$ cat src/bcc_params.svh
// Constants for the branch/call/clear execution block
`ifndef BCC_PARAMS_SVH
`define BCC_PARAMS_SVH
`define BCC_OP_BRANCH_OVF   8'hE4
`define BCC_OP_BRANCH_ZERO  8'hE0
`define BCC_OP_CALL_HI      7'h76
`define BCC_OP_CLEAR_HI     7'h35
`define BCC_OP_WDT_CLEAR    16'h0004
`define BCC_CALL_PUSH_OFS   21'h000004
`define BCC_BRANCH_OFS      21'h000002
`define BCC_ACCESS_LIMIT    8'h5F
`define BCC_ACCESS_SPLIT    8'h60
`define BCC_ZERO_BYTE       8'h00
`define BCC_PC_RESET        21'h000000
`define BCC_STATUS_Z_BIT    2
`define BCC_STATUS_OV_BIT   3
`define BCC_Q_LAST          2'h3
`endif

$ cat src/bcc_pkg.sv
// Types shared by the execution block
package bcc_pkg;
    typedef enum logic [2:0] {
        BCC_I_NONE,
        BCC_I_BRANCH_OVF,
        BCC_I_BRANCH_ZERO,
        BCC_I_CALL,
        BCC_I_CLEAR,
        BCC_I_WDT_CLEAR
    } bcc_instr_e;
    typedef struct packed {
        bcc_instr_e kind;
        logic [7:0] literal;
        logic       flag_bit;
    } bcc_decoded_s;
endpackage

$ cat src/bcc_dec_if.sv
// Interface carrying decoded instruction between decoder and core
`timescale 1ns/100ps
`default_nettype none
interface bcc_dec_if;
    import bcc_pkg::*;
    logic [15:0]  word;
    bcc_decoded_s dec;
    modport decoder (input word, output dec);
    modport core (output word, input dec);
endinterface
`default_nettype wire

$ cat src/bcc_decoder.sv
// Opcode decoder for the branch, call, clear and watchdog-clear group
`timescale 1ns/100ps
`default_nettype none
`include "bcc_params.svh"
module bcc_decoder
    import bcc_pkg::*;
(
    bcc_dec_if.decoder dif
);
    always_comb begin
        dif.dec.literal  = dif.word[7:0];
        dif.dec.flag_bit = dif.word[8];
        if (dif.word[15:8] == `BCC_OP_BRANCH_OVF) begin
            dif.dec.kind = BCC_I_BRANCH_OVF;
        end else if (dif.word[15:8] == `BCC_OP_BRANCH_ZERO) begin
            dif.dec.kind = BCC_I_BRANCH_ZERO;
        end else if (dif.word[15:9] == `BCC_OP_CALL_HI) begin
            dif.dec.kind = BCC_I_CALL;
        end else if (dif.word[15:9] == `BCC_OP_CLEAR_HI) begin
            dif.dec.kind = BCC_I_CLEAR;
        end else if (dif.word == `BCC_OP_WDT_CLEAR) begin
            dif.dec.kind = BCC_I_WDT_CLEAR;
        end else begin
            dif.dec.kind = BCC_I_NONE;
        end
    end
endmodule
`default_nettype wire

$ cat src/bcc_phase.sv
// Four-phase sequencer of the instruction cycle
`timescale 1ns/100ps
`default_nettype none
`include "bcc_params.svh"
module bcc_phase (
    input  wire logic       clk,
    input  wire logic       reset_n,
    output logic [1:0]      phase,
    output logic            last
);
    always_ff @(posedge clk or negedge reset_n) begin
        if (!reset_n) begin
            phase <= 2'h0;
        end else begin
            phase <= phase + 2'h1;
        end
    end
    assign last = (phase == `BCC_Q_LAST);
endmodule
`default_nettype wire

$ cat src/bcc_exec.sv
// Execution unit for branch, call, clear-register and watchdog-clear
//
// Functional notes
// - Overflow branch decoded from E4h upper byte.
// - Zero branch decoded from E0h upper byte.
// - Taken target is counter plus two plus 2n.
// - Branch one cycle untaken, two when taken.
// - Call pushes counter plus four to stack.
// - Shadow bit set copies working, status, bank.
// - Call target loads counter bits 20 to 1.
// - Low target from word one, high from two.
// - Call takes two cycles, second is idle.
// - Clear writes zero to register, sets zero.
// - Access bit picks access or selected bank.
// - Extended set, access bit clear, low address uses indexed mode.
// - Watchdog clear zeroes counter, sets both flags.
//
// The strobed register port and the register addresses were chosen for this implementation.
`timescale 1ns/100ps
`default_nettype none
`include "bcc_params.svh"
module bcc_exec
    import bcc_pkg::*;
(
    input  wire logic        clk,
    input  wire logic        reset_n,
    input  wire logic [15:0] instr_word,
    input  wire logic [7:0]  working_reg,
    input  wire logic [7:0]  status_reg,
    input  wire logic [3:0]  bank_select_register,
    input  wire logic [11:0] index_base,
    input  wire logic        extended_enable,
    output logic [20:0]      pc,
    output logic [1:0]       phase,
    output logic             fetch_next,
    output logic             stack_push,
    output logic [20:0]      stack_top,
    output logic [7:0]       working_shadow,
    output logic [7:0]       status_shadow,
    output logic [3:0]       bank_select_shadow,
    output logic             mem_write,
    output logic [11:0]      mem_addr,
    output logic [7:0]       mem_wdata,
    output logic             zero_set,
    output logic             watchdog_clear,
    output logic             timeout_flag_n,
    output logic             powerdown_flag_n,
    output logic             busy
);
    typedef enum logic [1:0] {BCC_S_EXEC, BCC_S_CALL_WAIT, BCC_S_IDLE_CYCLE} bcc_state_e;

    bcc_state_e   state;
    bcc_dec_if    dif ();
    logic         last;
    logic [1:0]   ph;
    logic [7:0]   call_low;
    logic [20:0]  branch_target;
    logic         overflow_flag;
    logic         zero_flag;
    logic         take;
    logic [11:0]  next_addr;
    logic [7:0]   lit;

    // Phase and launch strobes
    logic         is_exec;
    logic         q2_strobe;
    logic         q3_strobe;
    logic         q4_strobe;
    logic         call_first;
    logic         call_seen;
    logic         clear_first;
    logic         wdt_first;
    logic         shadow_first;

    // Addressing and sequencing
    logic [20:0]  branch_step;
    logic [11:0]  access_addr;
    logic [11:0]  indexed_addr;
    logic         use_indexed;
    logic [20:0]  next_pc;
    bcc_state_e   next_state;

    bcc_phase u_phase (
        .clk     (clk),
        .reset_n (reset_n),
        .phase   (ph),
        .last    (last)
    );

    bcc_decoder u_dec (
        .dif (dif)
    );

    assign dif.word      = instr_word;
    assign lit           = dif.dec.literal;
    assign overflow_flag = status_reg[`BCC_STATUS_OV_BIT];
    assign zero_flag     = status_reg[`BCC_STATUS_Z_BIT];

    // Offset sign-extended and doubled; counter still points at us, so two is added
    assign branch_step   = {{12{lit[7]}}, lit, 1'b0};
    assign branch_target = pc + `BCC_BRANCH_OFS + branch_step;

    always_comb begin
        take = 1'b0;
        unique case (dif.dec.kind)
            BCC_I_BRANCH_OVF: begin
                take = overflow_flag;
            end
            BCC_I_BRANCH_ZERO: begin
                take = zero_flag;
            end
            default: begin
                take = 1'b0;
            end
        endcase
    end

    // Indexed literal-offset only reaches the low 96 addresses
    assign use_indexed  = !dif.dec.flag_bit && extended_enable
                          && (lit <= `BCC_ACCESS_LIMIT);
    assign indexed_addr = index_base + {4'h0, lit};

    // Access bank: below 60h maps to bank 0, 60h and up to bank 15
    always_comb begin
        if (lit < `BCC_ACCESS_SPLIT) begin
            access_addr = {4'h0, lit};
        end else begin
            access_addr = {4'hF, lit};
        end
    end

    // Data address for the clear-register instruction
    always_comb begin
        if (use_indexed) begin
            next_addr = indexed_addr;
        end else if (!dif.dec.flag_bit) begin
            next_addr = access_addr;
        end else begin
            next_addr = {bank_select_register, lit};
        end
    end

    assign phase = ph;

    // Phase strobes; outputs registered on them land one phase later
    assign is_exec   = (state == BCC_S_EXEC);
    assign q2_strobe = (ph == 2'h1);
    assign q3_strobe = (ph == 2'h2);
    assign q4_strobe = last;

    // Work launched from the first word of each instruction
    assign call_first   = is_exec && (dif.dec.kind == BCC_I_CALL);
    assign clear_first  = is_exec && (dif.dec.kind == BCC_I_CLEAR);
    assign wdt_first    = is_exec && (dif.dec.kind == BCC_I_WDT_CLEAR);
    assign shadow_first = call_first && dif.dec.flag_bit;

    // Call remembered past Q3: in Q4 the bus carries the second word,
    // which decodes as none of ours
    always_ff @(posedge clk or negedge reset_n) begin
        if (!reset_n) begin
            call_seen <= 1'b0;
        end else if (q4_strobe) begin
            call_seen <= 1'b0;
        end else if (call_first && q2_strobe) begin
            call_seen <= 1'b1;
        end
    end

    // Next sequencer state, applied at the end of Q4
    always_comb begin
        next_state = state;
        unique case (state)
            BCC_S_EXEC: begin
                if (call_seen) begin
                    next_state = BCC_S_IDLE_CYCLE;
                end else if (take) begin
                    next_state = BCC_S_IDLE_CYCLE;
                end
            end
            BCC_S_CALL_WAIT: begin
                next_state = BCC_S_EXEC;
            end
            BCC_S_IDLE_CYCLE: begin
                next_state = BCC_S_EXEC;
            end
            default: begin
                next_state = BCC_S_EXEC;
            end
        endcase
    end

    // Next counter; only the Q4 edge of an executing cycle applies it
    always_comb begin
        if (call_seen) begin
            // Second word is present on instr_word in phase four
            next_pc = {instr_word[11:0], call_low, 1'b0};
        end else if (take) begin
            next_pc = branch_target;
        end else begin
            next_pc = pc + `BCC_BRANCH_OFS;
        end
    end

    // Instruction sequencer
    always_ff @(posedge clk or negedge reset_n) begin
        if (!reset_n) begin
            state <= BCC_S_EXEC;
        end else if (q4_strobe) begin
            state <= next_state;
        end
    end

    always_ff @(posedge clk or negedge reset_n) begin
        if (!reset_n) begin
            busy <= 1'b0;
        end else begin
            busy <= (state != BCC_S_EXEC);
        end
    end

    // Low call literal latched in phase two of the first word
    always_ff @(posedge clk or negedge reset_n) begin
        if (!reset_n) begin
            call_low <= `BCC_ZERO_BYTE;
        end else if (state == BCC_S_EXEC && ph == 2'h1 && dif.dec.kind == BCC_I_CALL) begin
            call_low <= lit;
        end
    end

    // Program counter: written only in the fourth phase
    always_ff @(posedge clk or negedge reset_n) begin
        if (!reset_n) begin
            pc <= `BCC_PC_RESET;
        end else if (q4_strobe && is_exec) begin
            pc <= next_pc;
        end
    end

    // Fetch handshake toward instruction memory
    always_ff @(posedge clk or negedge reset_n) begin
        if (!reset_n) begin
            fetch_next <= 1'b0;
        end else begin
            fetch_next <= (ph == 2'h2) && (state == BCC_S_EXEC) && (dif.dec.kind == BCC_I_CALL);
        end
    end

    // Return-stack push pulse, raised for Q4 of the call's first cycle
    always_ff @(posedge clk or negedge reset_n) begin
        if (!reset_n) begin
            stack_push <= 1'b0;
        end else begin
            stack_push <= call_first && q3_strobe;
        end
    end

    // Return address: counter plus four, past the second call word
    always_ff @(posedge clk or negedge reset_n) begin
        if (!reset_n) begin
            stack_top <= `BCC_PC_RESET;
        end else if (call_first && q3_strobe) begin
            stack_top <= pc + `BCC_CALL_PUSH_OFS;
        end
    end

    // Shadow copy on a fast call
    always_ff @(posedge clk or negedge reset_n) begin
        if (!reset_n) begin
            working_shadow     <= `BCC_ZERO_BYTE;
            status_shadow      <= `BCC_ZERO_BYTE;
            bank_select_shadow <= 4'h0;
        end else if (shadow_first && q3_strobe) begin
            working_shadow     <= working_reg;
            status_shadow      <= status_reg;
            bank_select_shadow <= bank_select_register;
        end
    end

    // Clear-register pulses in phase four; status left alone elsewhere
    always_ff @(posedge clk or negedge reset_n) begin
        if (!reset_n) begin
            mem_write <= 1'b0;
            zero_set  <= 1'b0;
        end else begin
            mem_write <= clear_first && q3_strobe;
            zero_set  <= clear_first && q3_strobe;
        end
    end

    // Address held after the write so the memory side may sample late
    always_ff @(posedge clk or negedge reset_n) begin
        if (!reset_n) begin
            mem_addr <= 12'h000;
        end else if (clear_first && q3_strobe) begin
            mem_addr <= next_addr;
        end
    end

    // Only the clear-register instruction writes data, always zero
    always_ff @(posedge clk or negedge reset_n) begin
        if (!reset_n) begin
            mem_wdata <= `BCC_ZERO_BYTE;
        end else if (clear_first && q3_strobe) begin
            mem_wdata <= `BCC_ZERO_BYTE;
        end
    end

    // Watchdog-clear pulse toward the watchdog counter and postscaler
    always_ff @(posedge clk or negedge reset_n) begin
        if (!reset_n) begin
            watchdog_clear <= 1'b0;
        end else begin
            watchdog_clear <= wdt_first && q3_strobe;
        end
    end

    // Flags only ever set here; clearing them belongs to sleep logic
    always_ff @(posedge clk or negedge reset_n) begin
        if (!reset_n) begin
            timeout_flag_n   <= 1'b1;
            powerdown_flag_n <= 1'b1;
        end else if (wdt_first && q3_strobe) begin
            timeout_flag_n   <= 1'b1;
            powerdown_flag_n <= 1'b1;
        end
    end
endmodule
`default_nettype wire

$ cat config.mk
export PLATFORM = sky130hd
export DESIGN_NAME = bcc_exec
export DESIGN_NICKNAME = d
export VERILOG_FILES = /design/src/bcc_pkg.sv /design/src/bcc_dec_if.sv /design/src/bcc_decoder.sv /design/src/bcc_phase.sv /design/src/bcc_exec.sv
export VERILOG_INCLUDE_DIRS = /design/src
export SDC_FILE = /design/constraint.sdc
export NUM_CORES = 1
export LEC_CHECK = 0
export ABC_CLOCK_PERIOD_IN_PS = 8300
export BUFFER_PORTS_ARGS = -buffer_cell sky130_fd_sc_hd__buf_2
export CAP_MARGIN = 15
export CORE_UTILIZATION = 51
export CTS_CLUSTER_DIAMETER = 150
export DETAILED_ROUTE_END_ITERATION = 10
export PLACE_DENSITY = 0.78
export SYNTH_ARGS = -nofsm -noshare
export SYNTH_HDL_FRONTEND = slang
export SYNTH_SLANG_ARGS = --single-unit
$ cat constraint.sdc
create_clock -name clk -period 8.3 [get_ports clk]
set_input_delay 0 -clock clk [delete_from_list [all_inputs] [get_ports clk]]
set_output_delay 0 -clock clk [all_outputs]
set_load 0.02 [all_outputs]
; ---- After elaboration in Yosys (flattened, before gate mapping)
; Index checks and enable logic that the tools add are counted.
[word_totals]
ff_bits = 92
inputBits = 51
output_inout_bits = 92
word_cells = 73
[op_classes]
addsub = 5
order_cmp = 2
n_eq_ne = 14
n_mux = 16
n_reduce_logical = 21
[op_table]
columns = operator, n
row1 = $mux 21, 2
row2 = $mux 12, 3
row3 = $add 21x2->21 const B, 1
row4 = $add 21x21->21, 1
row5 = $add 21x3->21 const B, 1
row6 = $eq 16x3->1 const B, 1
row7 = $eq 8x8->1 const B, 2
row8 = $logic_and 1x1->1, 16
row9 = $mux 3, 5
row10 = $add 12x8->12, 1
row11 = $le 8x7->1 const B, 1
row12 = $lt 8x7->1 const B, 1
row13 = $eq 7x6->1 const B, 1
row14 = $eq 7x7->1 const B, 1
row15 = $eq 3x2->1 const B, 2
row16 = $eq 3x3->1 const B, 2
row17 = $mux 2, 3
row18 = $eq 2x2->1 const B, 2
row19 = $reduce_bool 2->1, 2
row20 = $eq 3x1->1 const B, 1
row21 = $ne 3x2->1 const B, 1
row22 = $add 2x1->2 const B, 1
row23 = $eq 2x1->1 const B, 1
row24 = $logic_not 2->1, 1
row25 = 4 further kinds, 5

; ---- Depth between registers and ports, before layout
; Gate-level depths: netlist of run 1.
[logic_depth]
depth_word = 11
depth_mapped = 15
depth_no_buf = 14

; ---- Hierarchy
; A second synthesis of run 1 with hierarchy kept.
[hier_totals]
hier_cells = 658
hier_area_um2 = 6058.3
[modules_own_cells]
columns = mod, n_inst, cells_per_inst, area_per_inst_um2
row1 = bcc_exec, 1, 630, 5818.1
row2 = bcc_decoder, 1, 24, 173.9
row3 = bcc_phase, 1, 4, 66.3

; ---- Worst setup path before layout of run 1
; No wires, ideal clock.
[synth_path]
path_type = flip-flop to flip-flop
start = register pc[1]
end = register pc[19]
setup_time_ns = 0.121
t_arrival_ns = 3.047
required_ns = 8.179
path_slack_ns = 5.132
stages_incl_launch_ff = 14
path_buffers = 1
synth_period_minus_slack_ns = 3.168
path_cell_list = dfrtp_1 clkbuf_1 nand2_1 or3_1 xnor2_1 ha_1 nand2_1 o2bb2a_1 o21a_1 o31ai_1 o31ai_2 nand4b_1 a41oi_1 nor2_1
[synth_via]
elab_chain_cells = 4
[synth_rtl]
columns = item, line
row1 = start: declaration, bcc_exec.sv:33  ; output logic [20:0] pc,
row2 = start signal: assignment, bcc_exec.sv:233  ; pc <= `BCC_PC_RESET;
row3 = start signal: assignment, bcc_exec.sv:235  ; pc <= next_pc;
row4 = $add 21x2->21 (no line) *, -
row5 = $add 21x21->21, bcc_exec.sv:101  ; assign branch_target = pc + `BCC_BRANCH_OFS + branch_step;
row6 = $mux 21 *, bcc_exec.sv:197  ; end else if (take) begin
row7 = $mux 21 *, bcc_exec.sv:194  ; if (call_seen) begin
; Every way passes the cells marked *; elsewhere a longest branch is shown, timed or not.
; A chain may end at the register's enable or synchronous reset.

; ---- Worst setup path after layout of run 1
[layout_path]
start = register pc[1]
end = register pc[18]
; Same word-level chain as after synthesis.

==> results.json, run 1 <==
{
  "placed_area_mm2": 0.00659,
  "max_freq_mhz": 284,
  "hold_path.class": "input pin to register",
  "track_usage_pct": 27.9,
  "dr_total_vias": 5300,
  "layout_setup_ws_ns": 4.78,
  "die_area_mm2": 0.0121,
  "ios": 143,
  "antenna_cells": 0,
  "syn-cell-area_mm2": 0.00593,
  "p_leak_nw": 3.50,
  "ant_nets": 0,
  "final.setup.tns_ns": 0,
  "rows": 39,
  "routabilityCongestion": 0.905,
  "fin_skew_ns": 0.00582,
  "die_x_um": 110,
  "tightest_slew_ns": 1.11,
  "finalHoldViolCount": 0,
  "ys_ff_latch": 89,
  "status": "completed",
  "dp_hpwl_um": 11200,
  "setup_viol": 0,
  "num-nets-final": 873,
  "synthArstFlopShare_pct": 100,
  "finalNonFillerCells": 931,
  "synth_top_area_share_pct": 37.5,
  "clkTransAtPathRegs_ns": 0.07,
  "cts_buffers": 9,
  "power_density_mw_per_mm2": 233,
  "startpoint_type": "register",
  "grt_max_degree": 55,
  "synthTopCellsByArea": "dfrtp_1 (38%), ha_1 (7.8%), mux2_2 (6.1%)",
  "die_y_um": 110,
  "cts_buffer_depth": 2,
  "syn_to_final_growth_pct": 21.2,
  "cts-root-buf": "clkbuf_16",
  "regArea_mm2": 0.00223,
  "place_ws_ns": 4.80,
  "min_period_ns": 3.52,
  "fin_area_mm2": 0.00719,
  "cts_tree": "yes",
  "cts_setup_buffers": 0,
  "grt_setup_unrepaired": "no",
  "synthFlopType": "dfrtp_1",
  "drtIter0Drc": 454,
  "critical_path_required_ns": 8.54,
  "n_fill_cell": 950,
  "maxSlewHeadroom_pct": 26.2,
  "drt_pass1_iterations": 5,
  "multiInputGateArea_mm2": 0.00343,
  "initial_utilization_pct": 52.2,
  "setup.worst_path.end_class": "register",
  "drive_above_1_share_pct": 24.6,
  "clock_sinks": 89,
  "insertion_delay_ns": 0.35,
  "io_buffer_count": 130,
  "grt-ovfl-total": 0,
  "slew_viol_final": 0,
  "grt_pass1_wl_um": 25500,
  "antenna_found_initial": 0,
  "synth_cells": 645,
  "yosysWarnings": 0,
  "wire_per_inst_um": 17.0,
  "avgSynthCellArea_um2": 9.20,
  "drc": 0,
  "synthDistinctLibCells": 63,
  "avgViaCountPerCell": 5.69,
  "utilization_pct": 63.2,
  "htreeDepth": 3,
  "cp_max_fo": 10,
  "synth_seq_area_share_pct": 37.5,
  "synth_top_area_cell": "dfrtp_1",
  "maxCapViolCount": 0,
  "coreArea_mm2": 0.0114,
  "drt_wl_total_um": 15800,
  "arrival_ns": 3.76,
  "synth-edff-count": 0,
  "critical_path_class": "register to register",
  "timing.final.crit_share_pct": 42.4,
  "irDropWorstVdd_v": 0.000178,
  "dp.cells": 887,
  "grt_pass1_vias": 5192
}
## logic make-up (layout without fill, tap and decap cells)
group	Yosys count	count (layout)	synth area share, %
simple gates	197	197	16.2
mux	43	43	7.93
buf+inv	65	198	5.38
flops	89	89	37.5
xor+xnor	59	59	8.84
fa+ha+maj	39	39	8.48
compound gates	151	151	15.6
other cells	2	12	0.127
## state kept, by name, indices dropped and copies added (netlist names)
register / count
bank_select_shadow: 4
state: 1
call_seen: 1
mem_addr: 12
watchdog_clear: 1
busy: 1
pc: 20
zero_set: 1
u_phase.phase: 2
stack_push: 1
working_shadow: 8
call_low: 8
status_shadow: 8
fetch_next: 1
stack_top: 20
## through the flow
step           hold WS (ns)  power (mW)
5_1_grt              0.0282        1.77
3_5_place_dp        -0.0158        1.21
4_1_cts             0.00387        1.67
3_3_place_gp        -0.0254        1.19
2_1_floorplan        -0.296        1.04
6_report            0.00586        1.67
## repair_timing
| action | 4_1_cts | 5_1_grt |
|---|---|---|
| hold buffers | 28 | 0 |
| hold endpoints to repair | 62 | 0 |
| resized for setup | 0 | 0 |
## layer usage
metal  track usage [%]  part of all wire (%)  up-vias
met1              36.0                    44     2508
met3              5.81                   7.7       26
met5                 0                     0        -
met4              10.4                   2.0        0
met2              45.8                    46      246
li1                  -                     -     2520
## cells in the final DEF (no fill, tap or decap), types with 28 or more instances in the layout
master and count:
a21oi_1 62, buf_2 129, dfrtp_1 89, dlygate4sd3_1 28
ha_1 37, mux2_2 32, nand2_1 50, nor2_1 63
o21ai_0 31, xnor2_1 35
## cell usage after synthesis (2+ instances only)
library cell / count
dfrtp_1: 89
nor2_1: 63
a21oi_1: 62
nand2_1: 50
ha_1: 37
xnor2_1: 35
mux2_2: 32
o21ai_0: 31
xor2_1: 23
nand3_1: 21
inv_1: 19
clkbuf_1: 17
buf_4: 15
a21o_1: 11
mux2i_1: 11
nand4_1: 11
a211oi_1: 9
nor2b_1: 9
nor3_1: 9
o21ai_1: 9
buf_2: 8
nand3b_1: 6
and3_1: 5
nand2b_1: 4
nor4_1: 4
o22ai_1: 4
a31oi_1: 3
buf_1: 3
o211ai_1: 3
o21a_1: 3
or3_1: 3
conb_1: 2
fa_1: 2
nor3b_1: 2
o31ai_1: 2
## worst max-delay path, stage by stage (launching register included)
cell and delay, ns:
dfrtp_1 0.55, ha_1 0.32, nand3_1 0.17, xnor2_1 0.33, ha_1 0.35, a211oi_1 0.35, o211ai_1 0.16, o21ai_0 0.28
a21oi_1 0.15, nor2_1 0.16, xnor2_1 0.14, nor3b_1 0.07, o41ai_1 0.37
## layout make-up
class	count	share of cell area [%]
well taps	143	2.49
clock buffers	10	3.18
repair buffers	162	13.4
clock inverters	6	1.25
inverters	20	1.04
flip-flops and latches	89	31.0
multi-input cells	501	47.7
## path summary, 6_finish.rpt
path / startpoint / slack (ns) / depth (start not counted) / endpoint
worst max register to register: pc[1]$_DFFE_PN0P_ / 4.78 / 12 / pc[18]$_DFFE_PN0P_
min in group asynchronous: reset_n / 0.14 / 2 / stack_top[1]$_DFFE_PN0P_
worst min-delay path: instr_word[9] / 0.006 / 3 / pc[18]$_DFFE_PN0P_
worst min register to register: state[1]$_DFFE_PN0P_ / 0.48 / 0 / busy$_DFF_PN0_
worst max-delay path: pc[1]$_DFFE_PN0P_ / 4.78 / 12 / pc[18]$_DFFE_PN0P_
max in group asynchronous: reset_n / 7.06 / 3 / state[1]$_DFFE_PN0P_
## report_power, final
| group | switching (mW) | internal, mW | total (mW) |
|---|---|---|---|
| Sequential | 0.0814 | 0.473 | 0.555 |
| Clock | 0.180 | 0.266 | 0.446 |
| Combinational | 0.394 | 0.279 | 0.672 |
Power figures use the tool's default switching activity.
==> run 2, diff against run 1 <==
- ABC_CLOCK_PERIOD_IN_PS: 8300 -> 3350
- clock period: 8.3 -> 3.35 ns (I/O delays scaled with it)
==> run 2 against run 1 <==
  * First-iteration DRC count fell by 17%
  * Register-to-register slack got worse by 4.6 ns
  * Worst setup slack lost 4.6 ns
  * Maximum frequency increased by 9.6%
  * Sequential share of layout area decreased by 0.71 points
  * Worst hold slack improved by 0.020 ns
  * Critical path type unchanged
==> results.json, run 2 (synthesis gave the netlist of run 1 again) <==
{
  "status": "completed",
  "die_x_um": 110,
  "setup.worst_path.end_class": "register",
  "cp_max_fo": 12,
  "ant_nets": 0,
  "die_area_mm2": 0.0121,
  "regArea_mm2": 0.00223,
  "drtIter0Drc": 376,
  "setup_viol": 0,
  "avgViaCountPerCell": 5.66,
  "fin_skew_ns": 0.00767,
  "cts-root-buf": "clkbuf_16",
  "track_usage_pct": 28.3,
  "grt_max_degree": 67,
  "reg.largest.list": "pc: 20 flops, stack_top: 20 flops, mem_addr: 12 flops",
  "critical_path_class": "register to register",
  "timing.final.crit_share_pct": 95.7,
  "place_ws_ns": 0.126,
  "initial_utilization_pct": 52.2,
  "ios": 143,
  "utilization_pct": 64.9,
  "r2r_cells": 12,
  "drc": 0,
  "drive_above_1_share_pct": 28.0,
  "multiInputGateArea_mm2": 0.00348,
  "irDropWorstVdd_v": 0.000386,
  "max_freq_mhz": 312,
  "wire_per_inst_um": 17.1,
  "maxCapViolCount": 0,
  "grt_pass1_wl_um": 25800,
  "num-nets-final": 895,
  "clock_sinks": 89,
  "dp_hpwl_um": 11300,
  "startpoint": "pc[4]$_DFFE_PN0P_",
  "startpoint_type": "register",
  "final_common_cell": "buf_2",
  "grt-ovfl-total": 0,
  "critical_path.endpoint": "pc[17]$_DFFE_PN0P_",
  "coreArea_mm2": 0.0114,
  "antenna_found_initial": 0,
  "arrival_ns": 3.43,
  "tightest_slew_ns": 1.14,
  "min_period_ns": 3.21,
  "finalHoldViolCount": 0,
  "min_from": "instr_word[4]",
  "io_buffer_count": 130,
  "layout_common_cells": "buf_2 (129), dfrtp_1 (84), a21oi_1 (62), nor2_1 (61), nand2_1 (50)",
  "dr_total_vias": 5396,
  "insertion_delay_ns": 0.36,
  "rows": 39,
  "power_density_mw_per_mm2": 567,
  "layout_setup_ws_ns": 0.143,
  "htreeDepth": 3,
  "holdWs_ns": 0.0259,
  "maxSlewHeadroom_pct": 24.1,
  "critical_path_required_ns": 3.57,
  "r2r-end": "pc[17]$_DFFE_PN0P_",
  "cts_buffers": 9,
  "cts_tree": "yes",
  "p_leak_nw": 3.61,
  "die_y_um": 110,
  "drt_wl_total_um": 16300,
  "r2r_slack_ns": 0.14,
  "n_fill_cell": 944,
  "clkTransAtPathRegs_ns": 0.06,
  "hold_path.class": "input pin to register",
  "routabilityCongestion": 0.895,
  "drt_pass1_iterations": 7,
  "antenna_cells": 0,
  "r2r_start": "pc[4]$_DFFE_PN0P_",
  "cts_buffer_depth": 2,
  "syn_to_final_growth_pct": 24.4,
  "slew_viol_final": 0,
  "grt_pass1_vias": 5276
}
-- run 2: changes by cell type in the layout (fill, tap and decap cells not counted), sizes merged --
cell         before  now
bufinv            2    0
buf             134  155
clkinvlp          1    0
dlygate4sd3      28   29
clkinv            1    4
-- run 2: repair_timing --
item | in CTS | in global routing
hold buffers | 29 | 0
endpoints found under the setup margin | 0 | 5
endpoints found under the hold margin | 92 | 0
setup buffers | 0 | 1
gates resized for setup | 0 | 15
-- run 2: stage by stage --
| step | power (mW) | instances | TNS [ns] | cell area, um^2 |
|---|---|---|---|---|
| after floorplan | 2.57 | 655 | 0 | 5970 |
| after global placement | 3.04 | 907 | 0 | 6740 |
| after detailed placement | 3.09 | 907 | 0 | 6740 |
| after CTS | 4.09 | 952 | 0 | 7310 |
| after global routing | 4.44 | 953 | -0.185 | 7380 |
| final | 4.18 | 953 | 0 | 7380 |
-- run 2: layer usage --
metal  vias to the layer above  wire length (um)  GRT usage, %
li1                       2565                 -             -
met1                      2560              6950          35.3
met2                       238              7760          46.0
met3                        33              1240          7.23
met4                         0               372          12.3
met5                         -                 0             0
-- run 2: how the worst min path moves through the flow --
stage | end | cells past startpoint
floorplan | bank_select_shadow[0]$_DFFE_PN0P_ | 0
global placement | stack_top[1]$_DFFE_PN0P_ | 1
detailed placement | stack_top[6]$_DFFE_PN0P_ | 1
CTS | mem_addr[10]$_DFFE_PN0P_ | 3
global route | call_low[4]$_DFFE_PN0P_ | 2
finish | call_low[4]$_DFFE_PN0P_ | 2
-- run 2: cell type report --
class	instances	share of cell area (%)
multi-input combinational	501	47.2
tap	143	2.42
sequential	89	30.3
timing repair buffer	184	15.3
clock buffer	10	3.24
inverter	20	1.02
clock inverter	6	0.560
-- run 2: power breakdown --
| group | internal, mW | switching, mW | total, mW |
|---|---|---|---|
| sequential | 1.18 | 0.128 | 1.31 |
| combinational | 0.801 | 1.10 | 1.90 |
| clock | 0.526 | 0.449 | 0.975 |
-- run 2: worst max-delay path: stages, from the launching register on --
cell and delay, ns:
dfrtp_1 0.43, buf_4 0.23, nand4_1 0.12, xnor2_1 0.29, ha_1 0.38, and3_1 0.27
a221oi_4 0.38, o21a_1 0.20, o31ai_2 0.08, o31ai_2 0.32, xnor2_1 0.11, mux2i_1 0.17
a21oi_1 0.09
